## src/trip_pkg.sv

```systemverilog
/*
 * Shared definitions for the trip and alarm supervisor: register map,
 * control bit positions, trip classes, priorities and timing constants.
 * Assumes a 250 MHz system clock and an APB master with 32-bit data.
 */
package trip_pkg;
	// Register byte offsets on the APB window.
	localparam logic [7:0] ADDR_CTRL = 8'h00;
	localparam logic [7:0] ADDR_STATUS = 8'h04;
	localparam logic [7:0] ADDR_RESET = 8'h08;
	localparam logic [7:0] ADDR_DEFAULTS = 8'h0C;
	localparam logic [7:0] ADDR_ALARMS = 8'h10;
	// Control register bit positions.
	localparam int CTRL_STOP_FIRST = 0;
	localparam int CTRL_LV_MODE = 1;
	localparam int CTRL_POWER_UP = 2;
	localparam int CTRL_EDITING = 3;
	localparam int CTRL_SUPPLY_SEL = 4;
	localparam int CTRL_PLC_RUN = 5;
	localparam int CTRL_DRIVE_EN = 6;
	localparam int CTRL_W = 7;
	localparam logic [CTRL_W-1:0] CTRL_RESET_VAL = 7'h00;
	// Reset register: bit position of the reset request.
	localparam int RST_REQ_BIT = 0;
	// Value that must be written to the defaults register to arm a reset.
	localparam logic [15:0] LOAD_DEFAULTS_CODE = 16'h03E8;
	// Trip classes as presented by the drive firmware.
	typedef enum logic [3:0] {
		CL_HW = 4'h0,
		CL_NONRES = 4'h1,
		CL_MEM = 4'h2,
		CL_CARD = 4'h3,
		CL_ENC_SUPPLY = 4'h4,
		CL_ENC_MINOR = 4'h5,
		CL_EXT_RESET = 4'h6,
		CL_NORMAL = 4'h7,
		CL_NONIMP = 4'h8,
		CL_PHASE = 4'h9,
		CL_OVERHEAT = 4'hA,
		CL_UV = 4'hB
	} trip_class_t;
	// Priority numbers: smaller is more important.
	localparam logic [2:0] PRIO_HW = 3'h1;
	localparam logic [2:0] PRIO_NONRES = 3'h2;
	localparam logic [2:0] PRIO_MEM = 3'h3;
	localparam logic [2:0] PRIO_CARD = 3'h4;
	localparam logic [2:0] PRIO_NORMAL = 3'h5;
	localparam logic [2:0] PRIO_UV = 3'h6;
	localparam logic [2:0] PRIO_NONE = 3'h7;
	// Code shown for the under-voltage trip.
	localparam logic [7:0] UV_CODE = 8'h01;
	// Timing figures in milliseconds and the clock rate.
	localparam longint unsigned CLK_KHZ = 64'd250000;
	localparam longint unsigned RESET_DELAY_MS = 64'd1000;
	localparam longint unsigned EXT_RESET_DELAY_MS = 64'd10000;
	localparam longint unsigned STOP_TIMEOUT_MS = 64'd10000;
	localparam longint unsigned FLASH_MS = 64'd640;
	localparam longint unsigned PLC_FLASH_MS = 64'd10000;
	localparam longint unsigned RESET_DELAY_CYC = RESET_DELAY_MS * CLK_KHZ;
	localparam longint unsigned EXT_RESET_DELAY_CYC = EXT_RESET_DELAY_MS * CLK_KHZ;
	localparam longint unsigned STOP_TIMEOUT_CYC = STOP_TIMEOUT_MS * CLK_KHZ;
	localparam longint unsigned FLASH_CYC = FLASH_MS * CLK_KHZ;
	localparam longint unsigned PLC_FLASH_CYC = PLC_FLASH_MS * CLK_KHZ;
	// Alarm threshold is 75 %: acc * 4 >= limit * 3.
	localparam logic [2:0] ALARM_NUM = 3'h3;
	localparam logic [2:0] ALARM_DEN = 3'h4;
	// Bus carriers.
	typedef struct packed {
		logic psel;
		logic penable;
		logic pwrite;
		logic [7:0] paddr;
		logic [31:0] pwdata;
	} apb_req_t;
	typedef struct packed {
		logic [31:0] prdata;
		logic pready;
		logic pslverr;
	} apb_rsp_t;
	// A fault report from the drive, one-cycle valid.
	typedef struct packed {
		logic valid;
		trip_class_t cls;
		logic [7:0] code;
	} fault_t;
	// Drive plant conditions, levels.
	typedef struct packed {
		logic dc_bus_ok;
		logic motor_stopped;
		logic brake_active;
		logic drive_loaded;
		logic limit_active;
		logic [15:0] brake_acc;
		logic [15:0] brake_limit;
		logic [15:0] motor_acc;
		logic [15:0] motor_limit;
	} plant_t;
endpackage : trip_pkg

```

## src/trip_priority_alarm_manager.sv

```systemverilog
/*
 * Trip and alarm supervisor: latches the most important trip, enforces
 * reset rules per category, runs the self-resetting under-voltage trip
 * and sequences flashing alarm indications.
 * Assumes fault reports and plant levels are synchronous to clk and that
 * software reaches the registers over APB.
 */
`timescale 1ns/1ps

// Functional notes
// - accept only if idle or more important
// - priority-1 hardware trips never clear
// - priority-2 trips are non-resettable
// - memory trip needs load-defaults code first
// - card trips rank five during power-up
// - encoder supply overrides only minor encoder and under-voltage
// - extended-reset trips wait ten seconds
// - other trips wait one second
// - non-important trips stop first if enabled
// - overheat and phase loss stop first
// - under-voltage ignores user reset requests
// - under-voltage blocks only power stage
// - under-voltage saves unless low-voltage mode
// - supply recovery clears only under-voltage
// - supply switch only in under-voltage
// - under-voltage visible only when alone
// - power-up under-voltage skips the save
// - alarms flash 640 ms, program 10 s
// - no alarms while editing a parameter
// - brake alarm at 75.0 % when braking
// - motor alarm at 75 % when loaded
module trip_priority_alarm_manager #(
	parameter logic [31:0] RESET_DELAY = 32'(trip_pkg::RESET_DELAY_CYC),
	parameter logic [31:0] EXT_RESET_DELAY = 32'(trip_pkg::EXT_RESET_DELAY_CYC),
	parameter logic [31:0] STOP_TIMEOUT = 32'(trip_pkg::STOP_TIMEOUT_CYC),
	parameter logic [31:0] FLASH_PERIOD = 32'(trip_pkg::FLASH_CYC),
	parameter logic [31:0] PLC_PERIOD = 32'(trip_pkg::PLC_FLASH_CYC)
) (
	input wire logic clk,
	input wire logic resetn,
	input wire trip_pkg::apb_req_t apb_req,
	output trip_pkg::apb_rsp_t apb_rsp,
	input wire trip_pkg::fault_t fault,
	input wire trip_pkg::plant_t plant,
	output logic trip_active,
	output logic [7:0] trip_code,
	output logic power_stage_en,
	output logic stop_req,
	output logic param_save,
	output logic supply_sel,
	output logic alarm_show
);
	typedef enum logic [1:0] {
		ST_RUN = 2'b00,
		ST_STOPPING = 2'b01
	} stop_state_t;

	typedef struct packed {
		trip_pkg::apb_rsp_t rsp;
		logic [trip_pkg::CTRL_W-1:0] ctrl;
		logic tripped;
		trip_pkg::trip_class_t cls;
		logic [2:0] prio;
		logic [7:0] code;
		logic [31:0] age;
		logic defaults_ok;
		logic reset_rejected;
		stop_state_t stop_st;
		trip_pkg::trip_class_t pend_cls;
		logic [7:0] pend_code;
		logic [31:0] stop_cnt;
		logic first;
		logic uv_prev;
		logic save;
		logic supply;
		logic [31:0] flash_cnt;
		logic [31:0] plc_cnt;
		logic show;
		logic power_en;
		logic stopping;
	} state_t;

	state_t state_r;
	state_t state_nxt;

	// Priority of a class, with card trips demoted while powering up.
	function automatic logic [2:0] prio_of(input trip_pkg::trip_class_t c, input logic pup);
		logic [2:0] p;
		p = trip_pkg::PRIO_NORMAL;
		case (c)
			trip_pkg::CL_HW: p = trip_pkg::PRIO_HW;
			trip_pkg::CL_NONRES: p = trip_pkg::PRIO_NONRES;
			trip_pkg::CL_MEM: p = trip_pkg::PRIO_MEM;
			trip_pkg::CL_CARD: p = pup ? trip_pkg::PRIO_NORMAL : trip_pkg::PRIO_CARD;
			trip_pkg::CL_ENC_SUPPLY: p = trip_pkg::PRIO_CARD;
			trip_pkg::CL_UV: p = trip_pkg::PRIO_UV;
			default: p = trip_pkg::PRIO_NORMAL;
		endcase
		return p;
	endfunction : prio_of

	logic uv_cond;
	logic [2:0] in_prio;
	logic accept_ok;
	logic stop_first;
	logic wr_acc;
	logic reset_req;
	logic reset_ok;
	logic [31:0] delay;
	logic brake_alarm;
	logic motor_alarm;
	logic any_alarm;
	logic [31:0] rdata;
	logic rd_err;

	// Acceptance test for an incoming fault against the latched trip.
	always_comb
	begin
		uv_cond = ~plant.dc_bus_ok;
		in_prio = prio_of(fault.cls, state_r.ctrl[trip_pkg::CTRL_POWER_UP]);
		accept_ok = ~state_r.tripped | (state_r.prio > in_prio);
		// Encoder supply trips may only displace the minor encoder and under-voltage trips.
		if (state_r.tripped && fault.cls == trip_pkg::CL_ENC_SUPPLY
			&& state_r.prio == trip_pkg::PRIO_NORMAL
			&& state_r.cls != trip_pkg::CL_ENC_MINOR)
		begin
			accept_ok = 1'b0;
		end
		stop_first = (fault.cls == trip_pkg::CL_PHASE)
			| (fault.cls == trip_pkg::CL_OVERHEAT)
			| (fault.cls == trip_pkg::CL_NONIMP
				& state_r.ctrl[trip_pkg::CTRL_STOP_FIRST]);
	end

	// Reset eligibility of the latched trip.
	always_comb
	begin
		wr_acc = apb_req.psel & apb_req.penable & state_r.rsp.pready & apb_req.pwrite;
		reset_req = wr_acc & (apb_req.paddr == trip_pkg::ADDR_RESET)
			& apb_req.pwdata[trip_pkg::RST_REQ_BIT];
		delay = (state_r.cls == trip_pkg::CL_EXT_RESET) ? EXT_RESET_DELAY : RESET_DELAY;
		reset_ok = state_r.tripped & (state_r.age >= delay);
		case (state_r.cls)
			trip_pkg::CL_HW: reset_ok = 1'b0;
			trip_pkg::CL_NONRES: reset_ok = 1'b0;
			trip_pkg::CL_UV: reset_ok = 1'b0;
			trip_pkg::CL_MEM: reset_ok = reset_ok & state_r.defaults_ok;
			default: reset_ok = reset_ok;
		endcase
	end

	// Heating channels side by side: index 0 is the brake resistor, 1 the motor.
	// Each is qualified by its own activity, so an idle channel never warns.
	logic [1:0] heat_qual;
	logic [1:0][15:0] heat_acc;
	logic [1:0][15:0] heat_lim;
	logic [1:0] heat_hit;
	assign heat_qual = {plant.drive_loaded, plant.brake_active};
	assign heat_acc = {plant.motor_acc, plant.brake_acc};
	assign heat_lim = {plant.motor_limit, plant.brake_limit};

	// Alarm at three quarters of the trip level, compared as acc * 4 >= limit * 3.
	// Two guard bits keep the scaled products from overflowing at full scale.
	for (genvar g = 0; g < $bits(heat_hit); g++)
	begin : g_heat
		assign heat_hit[g] = heat_qual[g]
			& ({2'h0, heat_acc[g]} * trip_pkg::ALARM_DEN
				>= {2'h0, heat_lim[g]} * trip_pkg::ALARM_NUM);
	end

	// Named alarms for the register view and the flash logic.
	always_comb
	begin
		brake_alarm = heat_hit[0];
		motor_alarm = heat_hit[1];
		any_alarm = brake_alarm | motor_alarm | plant.limit_active;
	end

	// Read data mux, prepared in the setup phase.
	// Status is therefore that of the setup cycle, one cycle before the access.
	always_comb
	begin
		rdata = 32'h00000000;
		rd_err = 1'b0;
		case (apb_req.paddr)
			trip_pkg::ADDR_CTRL: rdata = {25'h0, state_r.ctrl};
			trip_pkg::ADDR_STATUS: rdata = {16'h0000, state_r.reset_rejected, state_r.supply,
				state_r.stop_st == ST_STOPPING, uv_cond, state_r.prio, state_r.tripped,
				state_r.code};
			trip_pkg::ADDR_RESET: rdata = 32'h00000000;
			trip_pkg::ADDR_DEFAULTS: rdata = {31'h0, state_r.defaults_ok};
			trip_pkg::ADDR_ALARMS: rdata = {28'h0000000, state_r.ctrl[trip_pkg::CTRL_PLC_RUN],
				plant.limit_active, motor_alarm, brake_alarm};
			default: rd_err = 1'b1;
		endcase
	end

	// Next-state logic for the whole block.
	always_comb
	begin
		state_nxt = state_r;
		state_nxt.save = 1'b0;
		state_nxt.first = 1'b0;
		state_nxt.uv_prev = uv_cond;

		// APB: answer one cycle after setup, so every access has one wait-free access phase.
		state_nxt.rsp.pready = apb_req.psel & ~apb_req.penable;
		if (apb_req.psel && !apb_req.penable)
		begin
			state_nxt.rsp.prdata = apb_req.pwrite ? 32'h00000000 : rdata;
			state_nxt.rsp.pslverr = rd_err;
		end
		else
		begin
			state_nxt.rsp.prdata = 32'h00000000;
			state_nxt.rsp.pslverr = 1'b0;
		end

		// Register writes take effect at the completing access edge.
		if (wr_acc && apb_req.paddr == trip_pkg::ADDR_CTRL)
		begin
			state_nxt.ctrl = apb_req.pwdata[trip_pkg::CTRL_W-1:0];
		end
		if (wr_acc && apb_req.paddr == trip_pkg::ADDR_DEFAULTS
			&& apb_req.pwdata[15:0] == trip_pkg::LOAD_DEFAULTS_CODE)
		begin
			state_nxt.defaults_ok = 1'b1;
		end

		// Supply source follows the request only in the under-voltage condition.
		if (uv_cond)
		begin
			state_nxt.supply = state_r.ctrl[trip_pkg::CTRL_SUPPLY_SEL];
		end

		// Age of the latched trip, saturating so it never wraps back below a delay.
		if (state_r.tripped && state_r.age != 32'hFFFFFFFF)
		begin
			state_nxt.age = state_r.age + 32'h00000001;
		end

		// User reset; a refused attempt is recorded until the next good one.
		if (reset_req)
		begin
			if (reset_ok)
			begin
				state_nxt.tripped = 1'b0;
				state_nxt.prio = trip_pkg::PRIO_NONE;
				state_nxt.code = 8'h00;
				state_nxt.reset_rejected = 1'b0;
				if (state_r.cls == trip_pkg::CL_MEM)
				begin
					state_nxt.defaults_ok = 1'b0;
				end
			end
			else
			begin
				state_nxt.reset_rejected = 1'b1;
			end
		end

		// Self-reset of the under-voltage trip once the bus recovers.
		if (!uv_cond && state_r.tripped && state_r.cls == trip_pkg::CL_UV)
		begin
			state_nxt.tripped = 1'b0;
			state_nxt.prio = trip_pkg::PRIO_NONE;
			state_nxt.code = 8'h00;
		end

		// Stop-before-trip sequence; the overheat case is forced after a timeout.
		case (state_r.stop_st)
			ST_RUN:
			begin
				state_nxt.stop_cnt = 32'h00000000;
			end
			ST_STOPPING:
			begin
				state_nxt.stop_cnt = state_r.stop_cnt + 32'h00000001;
				if (plant.motor_stopped
					|| (state_r.pend_cls == trip_pkg::CL_OVERHEAT
						&& state_r.stop_cnt >= STOP_TIMEOUT - 32'h00000001))
				begin
					state_nxt.stop_st = ST_RUN;
					if (~state_r.tripped | (state_r.prio > trip_pkg::PRIO_NORMAL))
					begin
						state_nxt.tripped = 1'b1;
						state_nxt.cls = state_r.pend_cls;
						state_nxt.prio = trip_pkg::PRIO_NORMAL;
						state_nxt.code = state_r.pend_code;
						state_nxt.age = 32'h00000000;
					end
				end
			end
			default: state_nxt.stop_st = ST_RUN;
		endcase

		// Under-voltage trip raised on entry to the condition, or at power-up.
		if (uv_cond && (!state_r.uv_prev || state_r.first) && !state_nxt.tripped)
		begin
			state_nxt.tripped = 1'b1;
			state_nxt.cls = trip_pkg::CL_UV;
			state_nxt.prio = trip_pkg::PRIO_UV;
			state_nxt.code = trip_pkg::UV_CODE;
			state_nxt.age = 32'h00000000;
			state_nxt.save = ~state_r.first & ~state_r.ctrl[trip_pkg::CTRL_LV_MODE];
		end

		// A new fault from the drive, accepted by priority.
		if (fault.valid && accept_ok)
		begin
			if (stop_first && state_r.stop_st == ST_RUN)
			begin
				state_nxt.stop_st = ST_STOPPING;
				state_nxt.pend_cls = fault.cls;
				state_nxt.pend_code = fault.code;
			end
			else if (!stop_first)
			begin
				state_nxt.tripped = 1'b1;
				state_nxt.cls = fault.cls;
				state_nxt.prio = in_prio;
				state_nxt.code = fault.code;
				state_nxt.age = 32'h00000000;
				state_nxt.stop_st = ST_RUN;
			end
		end

		// Power stage is blocked by any trip, including under-voltage.
		state_nxt.power_en = state_r.ctrl[trip_pkg::CTRL_DRIVE_EN]
			& ~state_nxt.tripped & ~uv_cond;

		// The stop request leaves from its own flip-flop, not from a decode of
		// the sequence state, so the pin cannot glitch when the state moves.
		state_nxt.stopping = state_nxt.stop_st == ST_STOPPING;

		// Flash timing: shown in the first 320 ms of each 640 ms window, and
		// the program alarm for one 640 ms slot in each 10 s.
		state_nxt.flash_cnt = (state_r.flash_cnt >= FLASH_PERIOD - 32'h00000001)
			? 32'h00000000 : state_r.flash_cnt + 32'h00000001;
		state_nxt.plc_cnt = (state_r.plc_cnt >= PLC_PERIOD - 32'h00000001)
			? 32'h00000000 : state_r.plc_cnt + 32'h00000001;
		state_nxt.show = ~state_r.ctrl[trip_pkg::CTRL_EDITING]
			& ((any_alarm & (state_r.flash_cnt < (FLASH_PERIOD >> 1)))
			| (state_r.ctrl[trip_pkg::CTRL_PLC_RUN] & (state_r.plc_cnt < FLASH_PERIOD)));
	end

	// Single state register; everything comes up idle and untripped.
	always_ff @(posedge clk or negedge resetn)
	begin
		if (!resetn)
		begin
			state_r <= '0;
			state_r.ctrl <= trip_pkg::CTRL_RESET_VAL;
			state_r.prio <= trip_pkg::PRIO_NONE;
			state_r.cls <= trip_pkg::CL_NORMAL;
			state_r.pend_cls <= trip_pkg::CL_NORMAL;
			state_r.stop_st <= ST_RUN;
			state_r.first <= 1'b1;
		end
		else
		begin
			state_r <= state_nxt;
		end
	end

	// Outputs straight from the state register.
	assign apb_rsp = state_r.rsp;
	assign trip_active = state_r.tripped;
	assign trip_code = state_r.code;
	assign power_stage_en = state_r.power_en;
	assign stop_req = state_r.stopping;
	assign param_save = state_r.save;
	assign supply_sel = state_r.supply;
	assign alarm_show = state_r.show;
endmodule : trip_priority_alarm_manager

```

## config.mk

```make
export PLATFORM = sky130hd
export DESIGN_NAME = trip_priority_alarm_manager
export DESIGN_NICKNAME = d
export VERILOG_FILES = /design/src/trip_pkg.sv /design/src/trip_priority_alarm_manager.sv
export SDC_FILE = /design/constraint.sdc
export NUM_CORES = 1
export LEC_CHECK = 0
export BUFFER_PORTS_ARGS = -buffer_cell sky130_fd_sc_hd__buf_2
export CELL_PAD_IN_SITES_DETAIL_PLACEMENT = 1
export CELL_PAD_IN_SITES_GLOBAL_PLACEMENT = 1
export CORE_AREA = 10 10 164 181
export DETAILED_ROUTE_END_ITERATION = 10
export DIE_AREA = 0 0 174 191
export PLACE_DENSITY_LB_ADDON = 0.1
export SYNTH_ARGS = -nofsm -noshare
export SYNTH_HDL_FRONTEND = slang
export SYNTH_SLANG_ARGS = --single-unit
```

## constraint.sdc

```tcl
create_clock -name clk -period 9.27 [get_ports clk]
set_clock_uncertainty 0.15 [all_clocks]
set_input_delay 0 -clock clk [delete_from_list [all_inputs] [get_ports clk]]
set_output_delay 0 -clock clk [all_outputs]
set_load 0.03 [all_outputs]
```

==> metrics.txt <==
status=finished, final reports clean; crit end category=flop; Synth Warn #=0; Initial Utilization=47.2%; critical path type=in2reg; cell row count=62; via count=about 10k; Least-Margin Pin Slew=1.04 ns; endpoints failing hold=0; fraction of final layout cells sized beyond drive strength 1=16.2%; cell mode on critical path=o21ai_0; Final period util=47.7%; vias in the first global route=11.1k; port bufs=about 140; CTS resizes=0; Area Growth Syn to Fin=14.5%; overall routing resource usage=roughly 20%; synthesized instance count=1316; CP Data Arrival Time=4.60 ns; Root Buffer=clkbuf_16; clock buffer depth=2; io pins=175; Slew HR=30.4%; Max Freq=226 MHz; Routability Congestion=0.819; Vias/cell=5.60; VDD IR max=0.108 mV; Antenna Violating Nets Remaining=0; Startpoint Class=input pin; Max Transition Viols Final=0; # nets final=1673; drt drc=0; Top FF cell, synth=dfrtp_1; Worst Path Max Fanout=5; final wirelength=around 34000 um; LEAKAGE=6.38 nW; Post-DP HPWL=25100 um; Skew-Pair Late Insertion Delay=0.45 ns; diode count=0; CP max stage delay=0.67 ns; initial antenna violation count=0; share of the yosys chip area belonging to registers=39.4%; Die X=174 um; crit-path leading delay family=compound AO/OA/AOI/OAI gates; Post-synth EDFFs=0; TNS Setup=0 ns; largest net degree at the start of global routing=86; crit path buf inv count=2; placed insts=1766; Synth async-reset ratio=100%; first-pass GRT wire length=56400 um; clock sinks=192; Final WS setup=around 4.8 ns; HP Class=in2async; gr ovfl total=0; Worst EP required=~9.5 ns; drt first-iter violations=420; # setup viols final=0; Setup Buffers After CTS=0; drt wl/cell=18.5 um; CP max stage cell=or4b_2; MaxCap Viol Count=0; # hold bufs at CTS=34; die area=0.0332 sq mm; CTS tree=built; pre-CTS setup slack=4.93 ns; syn_area_per_cell=~9.3 sq um; PwrDens=roughly 170 mW/mm^2; first-pass iteration count of the detailed router=4; clk slew on worst S/H paths=0.08 ns; Die Y=191 um; critical path cell sequence=buf_2 > and2_1 > fa_1 > a21o_1 > a21oi_1 > o21ai_0 > a31oi_1 > a211oi_1 > or4b_2 > nand3_1 > ha_1 > a21o_1 > a21oi_1 > nor2b_1 > o21ai_0 > nand4b_1 > o21ai_0 > o21ai_0 > dlygate4sd3_1; fin cells=around 1.8k; RSZ-0062 raised after global routing=false; Synth Cell Area=approximately 0.012 sq mm; Min Hold Slack=0.0124 ns; CTS Buf Count=17; min Tclk post-route=4.42 ns; FF+latch count, synth=192; Cell variety after synth=82; H-Tree Level Count=4; core outline area=between 0.02 and 0.03 sq mm
flip-flops by register name (all words and copies together), names as in the netlist:
name,cells
trip_active,1
stop_req,1
apb_rsp,18
alarm_show,1
power_stage_en,1
supply_sel,1
state_r,160
trip_code,8
param_save,1
report_power, final:
part           internal (W)  switching [W]  total (W)
sequential         0.000922      0.0000799    0.00100
combinational      0.000252       0.000376   0.000628
clock              0.000366       0.000368   0.000734
total               0.00154       0.000824    0.00236
cell type report:
type,instances,area [sq um]
Inverter,51,191
Clock buffer,18,439
Clock inverter,14,148
Timing Repair Buffer,186,1130
Tap cell,352,440
Fill cell,3072,11900
Multi-Input combinational cell,1019,6840
Sequential cell,192,4820
cells in the final DEF, fill, tap and decap left out, drive strengths merged, types with 9 or more instances in the layout:
master and n:
o21a 12, and2 18, a211oi 9, buf 151, and3 30, xor2 75, a31oi 18, mux2 20
nand2 76, dfrtp 182, nor2b 11, conb 22, nor2 158, or3 13, ha 77, nor3 72
a21oi 42, a31o 12, o21ai 44, inv 57, nand3 60, xnor2 57, clkbuf 19, o31ai 12
nand2b 11, nand4 33, dfstp 10, mux2i 11, and4 10, dlygate4sd3 34, a21o 14
cells in the mapped netlist (3+ instances only):
library cell | number | area share (%)
nand4b_1 | 5 | 0.36
buf_4 | 46 | 2.8
xor2_1 | 75 | 5.4
and4_1 | 10 | 0.72
nand2_1 | 76 | 2.3
nand2b_1 | 11 | 0.56
o21ai_0 | 42 | 1.7
nand3b_1 | 4 | 0.25
mux2_2 | 20 | 1.8
a31oi_1 | 17 | 0.87
xnor2_1 | 57 | 4.1
o2111ai_1 | 3 | 0.21
a21oi_1 | 42 | 1.7
a21o_1 | 14 | 0.86
clkbuf_1 | 25 | 0.77
nor2_1 | 158 | 4.8
nor3_1 | 72 | 2.9
nor4_1 | 8 | 0.41
a31o_2 | 7 | 0.50
nor3b_1 | 6 | 0.37
and3_1 | 30 | 1.5
ha_1 | 77 | 7.9
or3_1 | 13 | 0.66
inv_1 | 50 | 1.5
o21bai_1 | 6 | 0.37
o31ai_1 | 12 | 0.74
and2_1 | 18 | 0.92
nand3_1 | 60 | 2.5
nand4_1 | 33 | 1.7
or2_2 | 6 | 0.31
o211ai_1 | 6 | 0.37
nor2b_1 | 11 | 0.56
mux2i_1 | 11 | 0.90
a221oi_1 | 3 | 0.21
dfrtp_1 | 182 | 37
a22oi_1 | 5 | 0.31
a211oi_1 | 9 | 0.55
dfstp_2 | 10 | 2.1
a31o_1 | 5 | 0.36
o21a_1 | 11 | 0.67
or4_1 | 5 | 0.31
cells by family after synthesis:
group           share of synthesized area, %
mux                                     2.74
xor+xnor                                9.45
simple gates                            22.4
compound gates                          12.4
buf+inv                                 5.42
fa+ha+maj                               8.20
flops                                   39.4
other cells                           0.0306
worst reg2reg max path: stages (launching register included):
cell	delay [ns]
dfstp_2	0.58
and4bb_2	0.36
inv_2	0.16
ha_1	0.30
nor4bb_1	0.50
nand3_1	0.23
a2111oi_4	0.26
nor4b_4	0.32
o21ai_1	0.19
a31oi_4	0.81
nor3_1	0.19
through the flow:
stage                     util, %  cell area, sq um  power (W)
after floorplan                 -             12300    0.00145
after global placement       50.5             13100    0.00161
after detailed placement     50.5             13100    0.00163
after CTS                    54.1             14000    0.00239
after global routing         54.1             14000    0.00251
final                        54.1             14000    0.00236
metal layers:
| layer | global-route usage (%) | wire length, um |
|---|---|---|
| met5 | 0 | 0 |
| met4 | 6.94 | 675 |
| met3 | 3.69 | 1270 |
| met2 | 35.9 | 16900 |
| met1 | 25.2 | 15000 |
final timing paths:
check | from | endpoint | slack (ns) | depth (start not counted)
max | plant[1] | apb_rsp[3] | 4.85 | 19
min | resetn | state_r[3] | 0.01 | 2
max reg2reg | state_r[163] | state_r[124] | 5.05 | 10
min reg2reg | state_r[3] | state_r[3] | 0.34 | 1
max in group asynchronous | resetn | state_r[36] | 7.73 | 3
min in group clk | plant[66] | alarm_show | 0.05 | 4
Note: power is estimated with default switching activity, not from simulation.
